<file path="config.mk">
export PLATFORM = sky130hd
export DESIGN_NAME = pmx_top
export DESIGN_NICKNAME = d
export VERILOG_FILES = /design/src/pmx_pkg.sv /design/src/pmx_breath.sv /design/src/pmx_top.sv
export SDC_FILE = /design/constraint.sdc
export NUM_CORES = 1
export LEC_CHECK = 0
export BUFFER_PORTS_ARGS = -buffer_cell sky130_fd_sc_hd__buf_2
export CORE_MARGIN = 2
export CORE_UTILIZATION = 50
export CTS_CLUSTER_DIAMETER = 60
export DETAILED_ROUTE_END_ITERATION = 10
export PLACE_DENSITY = 0.75
export SLEW_MARGIN = 40
export SYNTH_ARGS = -nofsm -noshare
export SYNTH_HDL_FRONTEND = slang
export SYNTH_SLANG_ARGS = --single-unit
</file>
<file path="constraint.sdc">
create_clock -name ref_clk_i -period 7.8 [get_ports ref_clk_i]
set_clock_uncertainty 0.05 [all_clocks]
set_input_delay 2.34 -clock ref_clk_i [delete_from_list [all_inputs] [get_ports ref_clk_i]]
set_output_delay 2.34 -clock ref_clk_i [all_outputs]
set_load 0.03 [all_outputs]
</file>
<file path="src/pmx_pkg.sv">
// Package for the pad mux and pulse-width configuration block.
// Assumes a single 40 MHz clock and a simple strobe register port.
package pmx_pkg;
  // ********************************************************
  // Register offsets
  // ********************************************************
  localparam logic [7:0] PMX_PWM_OUTPUT_CONTROL_OFS = 8'h28;
  localparam logic [7:0] PMX_ROUTE_OFS = 8'h2C;
  localparam logic [7:0] PMX_ADSEL_OFS = 8'h30;
  localparam logic [7:0] PMX_PULL_OFS = 8'h38;
  localparam logic [7:0] PMX_HYST_OFS = 8'h3C;
  localparam logic [7:0] PMX_DRV_OFS = 8'h40;
  localparam logic [7:0] PMX_STAT_OFS = 8'h4C;
  // ********************************************************
  // Field positions
  // ********************************************************
  localparam int PMX_POL_BIT = 27;
  localparam int PMX_MODE_BIT = 26;
  localparam int PMX_RAMP_LSB = 24;
  localparam int PMX_HIGH_LSB = 16;
  localparam int PMX_LOW_LSB = 8;
  localparam int PMX_SIN_BIT = 21;
  localparam int PMX_P14_BIT = 19;
  localparam int PMX_P13_BIT = 18;
  localparam int PMX_P12_BIT = 17;
  localparam int PMX_DRV_PADS = 10;
  localparam int PMX_DRV_W = 3;
  // ********************************************************
  // Write masks and reset values
  // ********************************************************
  localparam logic [31:0] PMX_PWM_MASK = 32'h0FFF_FFFF;
  localparam logic [31:0] PMX_ROUTE_MASK = 32'h002E_FFFF;
  localparam logic [31:0] PMX_ADSEL_MASK = 32'h0000_00FF;
  localparam logic [31:0] PMX_PULL_MASK = 32'h0000_00FF;
  localparam logic [31:0] PMX_HYST_MASK = 32'h0007_FFFF;
  localparam logic [31:0] PMX_DRV_MASK = 32'h3FFF_FFFF;
  localparam logic [31:0] PMX_DRV_RST = 32'h0924_9259;
  localparam logic [31:0] PMX_ZERO_RST = 32'h0000_0000;
  // ********************************************************
  // Timing
  // ********************************************************
  localparam int PMX_TICK_UNIT = 32;
  localparam int PMX_RAMP_STEPS = 32;
  localparam int PMX_NORM_PERIOD = 256;
  // Breathing phases
  typedef enum logic [1:0] {
    PMX_RISE = 2'b00,
    PMX_HOLD_HI = 2'b01,
    PMX_FALL = 2'b10,
    PMX_HOLD_LO = 2'b11
  } pmx_phase_type;
endpackage

</file>
<file path="src/pmx_breath.sv">
// Breathing waveform generator for the pulse-width output.
// Assumes src_tick_i is a one-cycle pulse per source-clock period.
`timescale 1ns/10ps
`default_nettype none
module pmx_breath (
  input wire logic ref_clk_i, // System clock
  input wire logic rst_i, // Sync reset, active high
  input wire logic run_i, // Breathing mode enabled
  input wire logic src_tick_i, // Source clock period tick
  input wire logic [1:0] ramp_i, // Ramp field
  input wire logic [7:0] high_i, // Full-duty hold field
  input wire logic [7:0] low_i, // Zero-duty hold field
  output logic wave_o, // Breathing output
  output pmx_pkg::pmx_phase_type phase_o // Current phase
);
  import pmx_pkg::*;
  logic [4:0] sub_reg; // 32-period sub slot counter
  logic [4:0] level_reg; // Duty level of the ramp
  logic [6:0] rep_reg; // Repeats of each level within a ramp step
  logic [7:0] hold_reg; // Hold length counter in 32t units
  pmx_phase_type phase_reg;
  logic slot_end;
  logic wave_next;

  // A slot is 32 source periods; each ramp level lasts (Q+1)*32 periods
  assign slot_end = src_tick_i && (sub_reg == 5'h1F);

  // ********************************************************
  // Phase sequencing
  // ********************************************************
  always_ff @(posedge ref_clk_i) begin
    if (rst_i || !run_i) begin
      sub_reg <= 5'h00;
      level_reg <= 5'h00;
      rep_reg <= 7'h00;
      hold_reg <= 8'h00;
      phase_reg <= PMX_RISE;
    end else begin
      if (src_tick_i) begin
        sub_reg <= sub_reg + 5'h01;
      end
      if (slot_end) begin
        case (phase_reg)
          PMX_RISE, PMX_FALL: begin
            // Each ramp: 32 levels of (Q+1) slots of 32t cover (Q+1)*32*32t
            if (rep_reg == {5'h00, ramp_i}) begin
              rep_reg <= 7'h00;
              if (level_reg == 5'h1F) begin
                level_reg <= 5'h00;
                hold_reg <= 8'h00;
                phase_reg <= (phase_reg == PMX_RISE) ? PMX_HOLD_HI : PMX_HOLD_LO;
              end else begin
                level_reg <= level_reg + 5'h01;
              end
            end else begin
              rep_reg <= rep_reg + 7'h01;
            end
          end
          PMX_HOLD_HI: begin
            if (hold_reg + 8'h01 >= high_i || high_i == 8'h00) begin
              phase_reg <= PMX_FALL;
            end else begin
              hold_reg <= hold_reg + 8'h01;
            end
          end
          PMX_HOLD_LO: begin
            if (hold_reg + 8'h01 >= low_i || low_i == 8'h00) begin
              phase_reg <= PMX_RISE;
            end else begin
              hold_reg <= hold_reg + 8'h01;
            end
          end
          default: begin
            phase_reg <= PMX_RISE;
          end
        endcase
      end
    end
  end

  // Duty within a 32-period slot follows the ramp level
  always_comb begin
    case (phase_reg)
      PMX_RISE: wave_next = (sub_reg < level_reg);
      PMX_FALL: wave_next = (sub_reg < (5'h1F - level_reg)) || (level_reg == 5'h00);
      PMX_HOLD_HI: wave_next = 1'b1;
      default: wave_next = 1'b0;
    endcase
  end

  always_ff @(posedge ref_clk_i) begin
    if (rst_i) begin
      wave_o <= 1'b0;
    end else begin
      wave_o <= run_i && wave_next;
    end
  end

  assign phase_o = phase_reg;
endmodule
`default_nettype wire

</file>
<file path="src/pmx_top.sv">
// Pad mux, pull, hysteresis, drive and pulse-width configuration block.
// Assumes a strobe register port and a source-clock tick from the clock unit.
//
// The strobed register port was decided locally.
`timescale 1ns/10ps
`default_nettype none
module pmx_top #(
  parameter int DUTY_W = 8 // Normal duty field width
) (
  input wire logic ref_clk_i, // 40 MHz clock
  input wire logic rst_i, // Sync reset, active high
  input wire logic [7:0] addr_i, // Register byte address
  input wire logic [31:0] wdata_i, // Write data
  input wire logic wr_i, // Write strobe
  input wire logic rd_i, // Read strobe
  output logic [31:0] rdata_o, // Read data, cycle after strobe
  input wire logic src_tick_i, // Pulse-source clock tick
  input wire logic [14:0] gpio_en_i, // General-purpose function active per pad
  input wire logic [14:0] gpio_out_i, // General-purpose output level per pad
  input wire logic uart_tx_i, // UART transmit from peripheral
  input wire logic uart_rts_i, // UART request-to-send from peripheral
  output logic pwm_o, // Pulse-width output
  output logic [14:0] pad_out_o, // Pad output level
  output logic [14:0] pad_oe_o, // Pad output enable, high drives
  output logic [14:0] pad_analog_o, // Pad handed to analog function
  output logic serial_in_on_pad7_o, // Serial receive data taken from pad seven
  output logic uart_rx_on_pad14_o, // UART receive taken from pad fourteen
  output logic usb_plus_line_en_o, // Pad twelve given to USB plus line
  output logic temperature_converter_en_o, // Pad three to temperature converter
  output logic low_rate_converter_two_en_o, // Pad four to low-rate converter two
  output logic low_rate_converter_one_en_o, // Pad eight to low-rate converter one
  output logic [7:0] fixed_pull_o, // Effective fixed pull enables
  output logic [18:0] input_hysteresis_o, // Hysteresis enables
  output logic [29:0] pad_drive_o // Drive codes, pads nine to zero
);
  import pmx_pkg::*;

  // ********************************************************
  // Register file
  // ********************************************************
  logic [31:0] pwm_output_control_reg;
  logic [31:0] pad_function_routing_reg;
  logic [31:0] analog_digital_pin_select_reg;
  logic [31:0] fixed_pull_enable_reg;
  logic [31:0] pad_hysteresis_control_reg;
  logic [31:0] pad_drive_strength_low_reg;
  logic [31:0] rdata_next;
  logic breath_wave;
  pmx_phase_type breath_phase;

  // Reserved bits are masked on write so they always read zero
  always_ff @(posedge ref_clk_i) begin
    if (rst_i) begin
      pwm_output_control_reg <= PMX_ZERO_RST;
    end else if (wr_i && addr_i == PMX_PWM_OUTPUT_CONTROL_OFS) begin
      pwm_output_control_reg <= wdata_i & PMX_PWM_MASK;
    end
  end

  always_ff @(posedge ref_clk_i) begin
    if (rst_i) begin
      pad_function_routing_reg <= PMX_ZERO_RST;
    end else if (wr_i && addr_i == PMX_ROUTE_OFS) begin
      pad_function_routing_reg <= wdata_i & PMX_ROUTE_MASK;
    end
  end

  // Bit 7 is stored as written; setting it is the software's fault
  always_ff @(posedge ref_clk_i) begin
    if (rst_i) begin
      analog_digital_pin_select_reg <= PMX_ZERO_RST;
    end else if (wr_i && addr_i == PMX_ADSEL_OFS) begin
      analog_digital_pin_select_reg <= wdata_i & PMX_ADSEL_MASK;
    end
  end

  always_ff @(posedge ref_clk_i) begin
    if (rst_i) begin
      fixed_pull_enable_reg <= PMX_ZERO_RST;
    end else if (wr_i && addr_i == PMX_PULL_OFS) begin
      fixed_pull_enable_reg <= wdata_i & PMX_PULL_MASK;
    end
  end

  always_ff @(posedge ref_clk_i) begin
    if (rst_i) begin
      pad_hysteresis_control_reg <= PMX_ZERO_RST;
    end else if (wr_i && addr_i == PMX_HYST_OFS) begin
      pad_hysteresis_control_reg <= wdata_i & PMX_HYST_MASK;
    end
  end

  always_ff @(posedge ref_clk_i) begin
    if (rst_i) begin
      pad_drive_strength_low_reg <= PMX_DRV_RST;
    end else if (wr_i && addr_i == PMX_DRV_OFS) begin
      pad_drive_strength_low_reg <= wdata_i & PMX_DRV_MASK;
    end
  end

  // Read mux; unmapped addresses read zero
  always_comb begin
    case (addr_i)
      PMX_PWM_OUTPUT_CONTROL_OFS: rdata_next = pwm_output_control_reg;
      PMX_ROUTE_OFS: rdata_next = pad_function_routing_reg;
      PMX_ADSEL_OFS: rdata_next = analog_digital_pin_select_reg;
      PMX_PULL_OFS: rdata_next = fixed_pull_enable_reg;
      PMX_HYST_OFS: rdata_next = pad_hysteresis_control_reg;
      PMX_DRV_OFS: rdata_next = pad_drive_strength_low_reg;
      PMX_STAT_OFS: rdata_next = {29'h0000_0000, breath_phase, pwm_o};
      default: rdata_next = 32'h0000_0000;
    endcase
  end

  always_ff @(posedge ref_clk_i) begin
    if (rst_i) begin
      rdata_o <= 32'h0000_0000;
    end else if (rd_i) begin
      rdata_o <= rdata_next;
    end else begin
      rdata_o <= 32'h0000_0000;
    end
  end

  // ********************************************************
  // Pulse-width generation
  // ********************************************************
  logic breath_mode;
  logic [DUTY_W-1:0] norm_cnt_reg;
  logic norm_active;
  logic pwm_next;

  assign breath_mode = pwm_output_control_reg[PMX_MODE_BIT];

  // 256-period frame; active for duty+1 periods of it
  always_ff @(posedge ref_clk_i) begin
    if (rst_i || breath_mode) begin
      norm_cnt_reg <= '0;
    end else if (src_tick_i) begin
      norm_cnt_reg <= norm_cnt_reg + 1'b1;
    end
  end

  assign norm_active = (norm_cnt_reg <= pwm_output_control_reg[DUTY_W-1:0]);

  pmx_breath u_breath (
    .ref_clk_i(ref_clk_i),
    .rst_i(rst_i),
    .run_i(breath_mode),
    .src_tick_i(src_tick_i),
    .ramp_i(pwm_output_control_reg[PMX_RAMP_LSB +: 2]),
    .high_i(pwm_output_control_reg[PMX_HIGH_LSB +: 8]),
    .low_i(pwm_output_control_reg[PMX_LOW_LSB +: 8]),
    .wave_o(breath_wave),
    .phase_o(breath_phase)
  );

  // Polarity only matters in normal mode; inactive level is its inverse
  always_comb begin
    if (breath_mode) begin
      pwm_next = breath_wave;
    end else if (pwm_output_control_reg[PMX_POL_BIT]) begin
      pwm_next = norm_active;
    end else begin
      pwm_next = !norm_active;
    end
  end

  always_ff @(posedge ref_clk_i) begin
    if (rst_i) begin
      pwm_o <= 1'b0;
    end else begin
      pwm_o <= pwm_next;
    end
  end

  // ********************************************************
  // Pad function selection
  // ********************************************************
  logic [14:0] analog_sel;
  logic [14:0] periph_oe;
  logic [14:0] periph_out;

  // Analog selections per pad
  always_comb begin
    analog_sel = 15'h0000;
    analog_sel[3] = analog_digital_pin_select_reg[2];
    analog_sel[4] = analog_digital_pin_select_reg[1];
    analog_sel[8] = analog_digital_pin_select_reg[0];
  end

  // Peripheral routing drives for the upper pads
  always_comb begin
    periph_oe = 15'h0000;
    periph_out = 15'h0000;
    periph_oe[13] = pad_function_routing_reg[PMX_P13_BIT];
    periph_out[13] = uart_tx_i;
    periph_oe[12] = pad_function_routing_reg[PMX_P12_BIT];
    periph_out[12] = uart_rts_i;
  end

  // Analog first, then general-purpose, then peripheral routing
  genvar p;
  generate
    for (p = 0; p < 15; p++) begin : g_pad
      always_ff @(posedge ref_clk_i) begin
        if (rst_i) begin
          pad_out_o[p] <= 1'b0;
          pad_oe_o[p] <= 1'b0;
          pad_analog_o[p] <= 1'b0;
        end else if (analog_sel[p]) begin
          pad_out_o[p] <= 1'b0;
          pad_oe_o[p] <= 1'b0;
          pad_analog_o[p] <= 1'b1;
        end else if (gpio_en_i[p]) begin
          pad_out_o[p] <= gpio_out_i[p];
          pad_oe_o[p] <= 1'b1;
          pad_analog_o[p] <= 1'b0;
        end else begin
          pad_out_o[p] <= periph_out[p];
          pad_oe_o[p] <= periph_oe[p];
          pad_analog_o[p] <= 1'b0;
        end
      end
    end
  endgenerate

  // Routing status, registered for clean pad-side timing
  always_ff @(posedge ref_clk_i) begin
    if (rst_i) begin
      serial_in_on_pad7_o <= 1'b0;
      uart_rx_on_pad14_o <= 1'b0;
      usb_plus_line_en_o <= 1'b0;
      temperature_converter_en_o <= 1'b0;
      low_rate_converter_two_en_o <= 1'b0;
      low_rate_converter_one_en_o <= 1'b0;
    end else begin
      serial_in_on_pad7_o <= pad_function_routing_reg[PMX_SIN_BIT] && !analog_sel[7] && !gpio_en_i[7];
      uart_rx_on_pad14_o <= pad_function_routing_reg[PMX_P14_BIT] && !gpio_en_i[14];
      usb_plus_line_en_o <= !pad_function_routing_reg[PMX_P12_BIT] && !gpio_en_i[12];
      temperature_converter_en_o <= analog_sel[3];
      low_rate_converter_two_en_o <= analog_sel[4];
      low_rate_converter_one_en_o <= analog_sel[8];
    end
  end

  // ********************************************************
  // Pulls, hysteresis and drive
  // ********************************************************
  // UART receive pull-up also comes on when pad fourteen is routed to it
  always_ff @(posedge ref_clk_i) begin
    if (rst_i) begin
      fixed_pull_o <= 8'h00;
    end else begin
      fixed_pull_o <= fixed_pull_enable_reg[7:0];
      if (pad_function_routing_reg[PMX_P14_BIT] && !gpio_en_i[14]) begin
        fixed_pull_o[6] <= 1'b1;
      end
    end
  end

  always_ff @(posedge ref_clk_i) begin
    if (rst_i) begin
      input_hysteresis_o <= 19'h00000;
      pad_drive_o <= PMX_DRV_RST[29:0];
    end else begin
      input_hysteresis_o <= pad_hysteresis_control_reg[18:0];
      pad_drive_o <= pad_drive_strength_low_reg[PMX_DRV_PADS*PMX_DRV_W-1:0];
    end
  end
endmodule
`default_nettype wire

</file>
==> results.toml <==
[run_status]
status = "finished, final reports clean"

[route]
ant_nets = 0
wl_mm = 26.5
drt_iter0_drc = 731
drc = 0
via_per_inst = 5.30
firstDrtPassIters = 9
vias = 8845
wire_per_inst_um = 15.9

[setup_path]
cp.arrival_ps = 4530
crit_family = "simple AND/OR/NAND/NOR gates"
worst-path-buf-inv = 2
critPathSlowestCell = "and2_2"
start_kind = "input pin"
crit_required_ps = 8200
cp-end-kind = "register"
cp_max_fo = 28
worstPathCellList = "buf_2, nor3b_2, and3_1, nor3b_4, buf_4, and2_2, nand2_1, a21oi_1"
max_stage_delay_ps = 630
crit_type = "in -> reg"

[yosys]
syn-instance-count = 1194
synth_edf_count = 0
async_flop_share_pct = 0
netlist_area_mm2 = 0.0106
synth_commonest_cells = "dfxtp_1, nand2_1, a21oi_1"
ys.warnings.count = 0
post-synth-top-count-cell = "dfxtp_1"
synthTopCellsByArea = "dfxtp_1, nand2_1, a21oi_1"
seq_area_frac_synth_pct = 51.8
synth_top_area_share_pct = 51.8
synth_largest_area_cell = "dfxtp_1"
synth_area_per_cell_um2 = 8.84
synth_cell_types = 54
synth-main-ff-cell = "dfxtp_1"
synth.ff_latch_count = 273

[placed_design]
dp_worst_setup_slack_ps = 3110
io_buffers = 201
gp_congestion = 0.869
placed_cell_area_mm2 = 0.0117
dpl.hpwl_mm = 17.9

[grt]
first_global_vias = 8224
use_met3_pct = 3.33
gr-usage-met1_pct = 31.0
busiest_layer = "met2"
grt_max_degree = 65
grt_overflow = 0
grt_antenna_before_repair = 0
gr-usage-all-layers_pct = 23.2
grt_pass1_wl_mm = 41.8
use_met2_pct = 39.0

[finish]
final_area_mm2 = 0.0127
drive_gt1_share_pct = 20.5
nets = 1494
diodes = 0
area_delta_synth_final_pct = 20.3
fin_util_pct = 60.8

[cts]
cts.sinks = 273
clock_path_buffers = 3
htreeDepth = 1
root_buffer = "clkbuf_16"
cts_resized = 0
clkTransAtPathRegs_ps = 60
cts_tree = "done"
numCtsBuffers = 29
clock_latency_ps = 530
cts-hold-fix-buffers = 0
postCtsSetupBuffers = 0

[sta]
period_minus_slack_ps = 4130
tightest_slew_ps = 875
max_slew_margin_pct = 41.5
hold_viol = 0
rsz0062_at_grt = "no"
setup_tns_ps = 0
setup-violations-final = 0
slew_violations = 0
fin_ws_ps = 3670
max_freq_ghz = 0.242
fin_crit_sh_pct = 52.9

[job]
max-cap-violations = 0

[hold_path]
holdCritPathClass = "reg -> reg"

[die]
ios = 218
die_h_um = 149
die_area_mm2 = 0.0223
num_rows = 53
coreArea_mm2 = 0.0209
initial_core_util_pct = 50.5
die_w_um = 149

[power]
p_leak_nw = 5.27
power_density_mw_per_mm2 = 231
irDropWorstVdd_uv = 150
==> where the power goes <==
part	total, W	internal (W)	switching, W
combinational	0.000112	0.0000334	0.0000785
clock	0.00141	0.000872	0.000543
sequential	0.00141	0.00140	0.00000411
total	0.00294	0.00231	0.000625
==> cell type report <==
cell class	instances	area, um^2
Tap cell	275	344
Sequential cell	273	5470
Timing Repair Buffer	213	1100
Clock inverter	11	164
Multi-Input combinational cell	819	4650
Fill cell	1816	8190
Clock buffer	42	835
Inverter	37	139
==> cell families (layout without fill, tap and decap cells) <==
kind of cell	Yosys count	in the layout	synth area share (%)
AO/OA/AOI/OAI	204	204	11.6
flip-flops	273	273	51.8
adder cells (fa/ha/maj)	44	44	5.21
AND/OR/NAND/NOR	513	513	22.6
multiplexers	21	21	1.99
XOR/XNOR	23	23	1.91
buffers and inverters	115	303	4.85
other	1	14	0.0355
==> cell usage in the layout, fill, tap and decap left out, types with 3 or more instances in the layout <==
cell type | synthesis | routed
a31oi_1 | 3 | 3
buf_2 | 7 | 200
dfxtp_1 | 273 | 273
bufinv_16 | 0 | 4
clkbuf_16 | 0 | 29
nor2b_1 | 59 | 58
nand2_1 | 262 | 261
clkinv_2 | 0 | 4
a21oi_1 | 133 | 133
or2_2 | 12 | 12
xor2_1 | 14 | 14
ha_1 | 44 | 44
a21o_1 | 4 | 4
mux2i_1 | 21 | 21
xnor2_1 | 9 | 9
or3_1 | 3 | 3
buf_4 | 17 | 12
inv_1 | 37 | 37
nor4_1 | 5 | 5
nor2_1 | 70 | 70
and3_1 | 11 | 11
clkbuf_1 | 51 | 7
and2_1 | 17 | 14
conb_1 | 1 | 14
and2_2 | 0 | 3
a222oi_1 | 17 | 17
a22oi_1 | 17 | 17
clkbuf_8 | 0 | 6
nand3_1 | 41 | 41
nand4_1 | 8 | 8
o21ai_0 | 11 | 11
nor3b_1 | 9 | 9
nor3_1 | 4 | 4
a221oi_1 | 5 | 5
==> per-layer routing <==
layer	routed length (um)	share of wire, %
met5	0	0
met4	598	2.3
met3	2050	7.7
met2	12700	48
met1	11200	42
==> tightest hold or removal path: cells and delay by family, from the launching register on <==
family	cells	cell delay [ps]
DFF	1	310
and+or+nand+nor	1	50
AOI/OAI and AO/OA	1	50
==> stage by stage <==
| stage | power [W] | instances | hold WS [ps] |
|---|---|---|---|
| after floorplan | 0.00151 | 1207 | 386 |
| after global placement | 0.00155 | 1617 | 392 |
| after detailed placement | 0.00155 | 1617 | 396 |
| after CTS | 0.00295 | 1670 | 405 |
| after global routing | 0.00302 | 1670 | 422 |
| final | 0.00294 | 1670 | 405 |
==> final timing paths <==
check,start,end,slack [ps],cells after the start
worst max-delay path,addr_i[6],pwm_output_control_reg[4]$_SDFFE_PP0P_,3670,8
worst min-delay path,analog_digital_pin_select_reg[3]$_SDFFE_PP0P_,analog_digital_pin_select_reg[3]$_SDFFE_PP0P_,410,2
worst max register to register,u_breath.hold_reg[0]$_SDFFE_PP0P_,u_breath.hold_reg[5]$_SDFFE_PP0P_,4430,11
worst min register to register,analog_digital_pin_select_reg[3]$_SDFFE_PP0P_,analog_digital_pin_select_reg[3]$_SDFFE_PP0P_,410,2
Note: power is estimated with default switching activity, not from simulation.
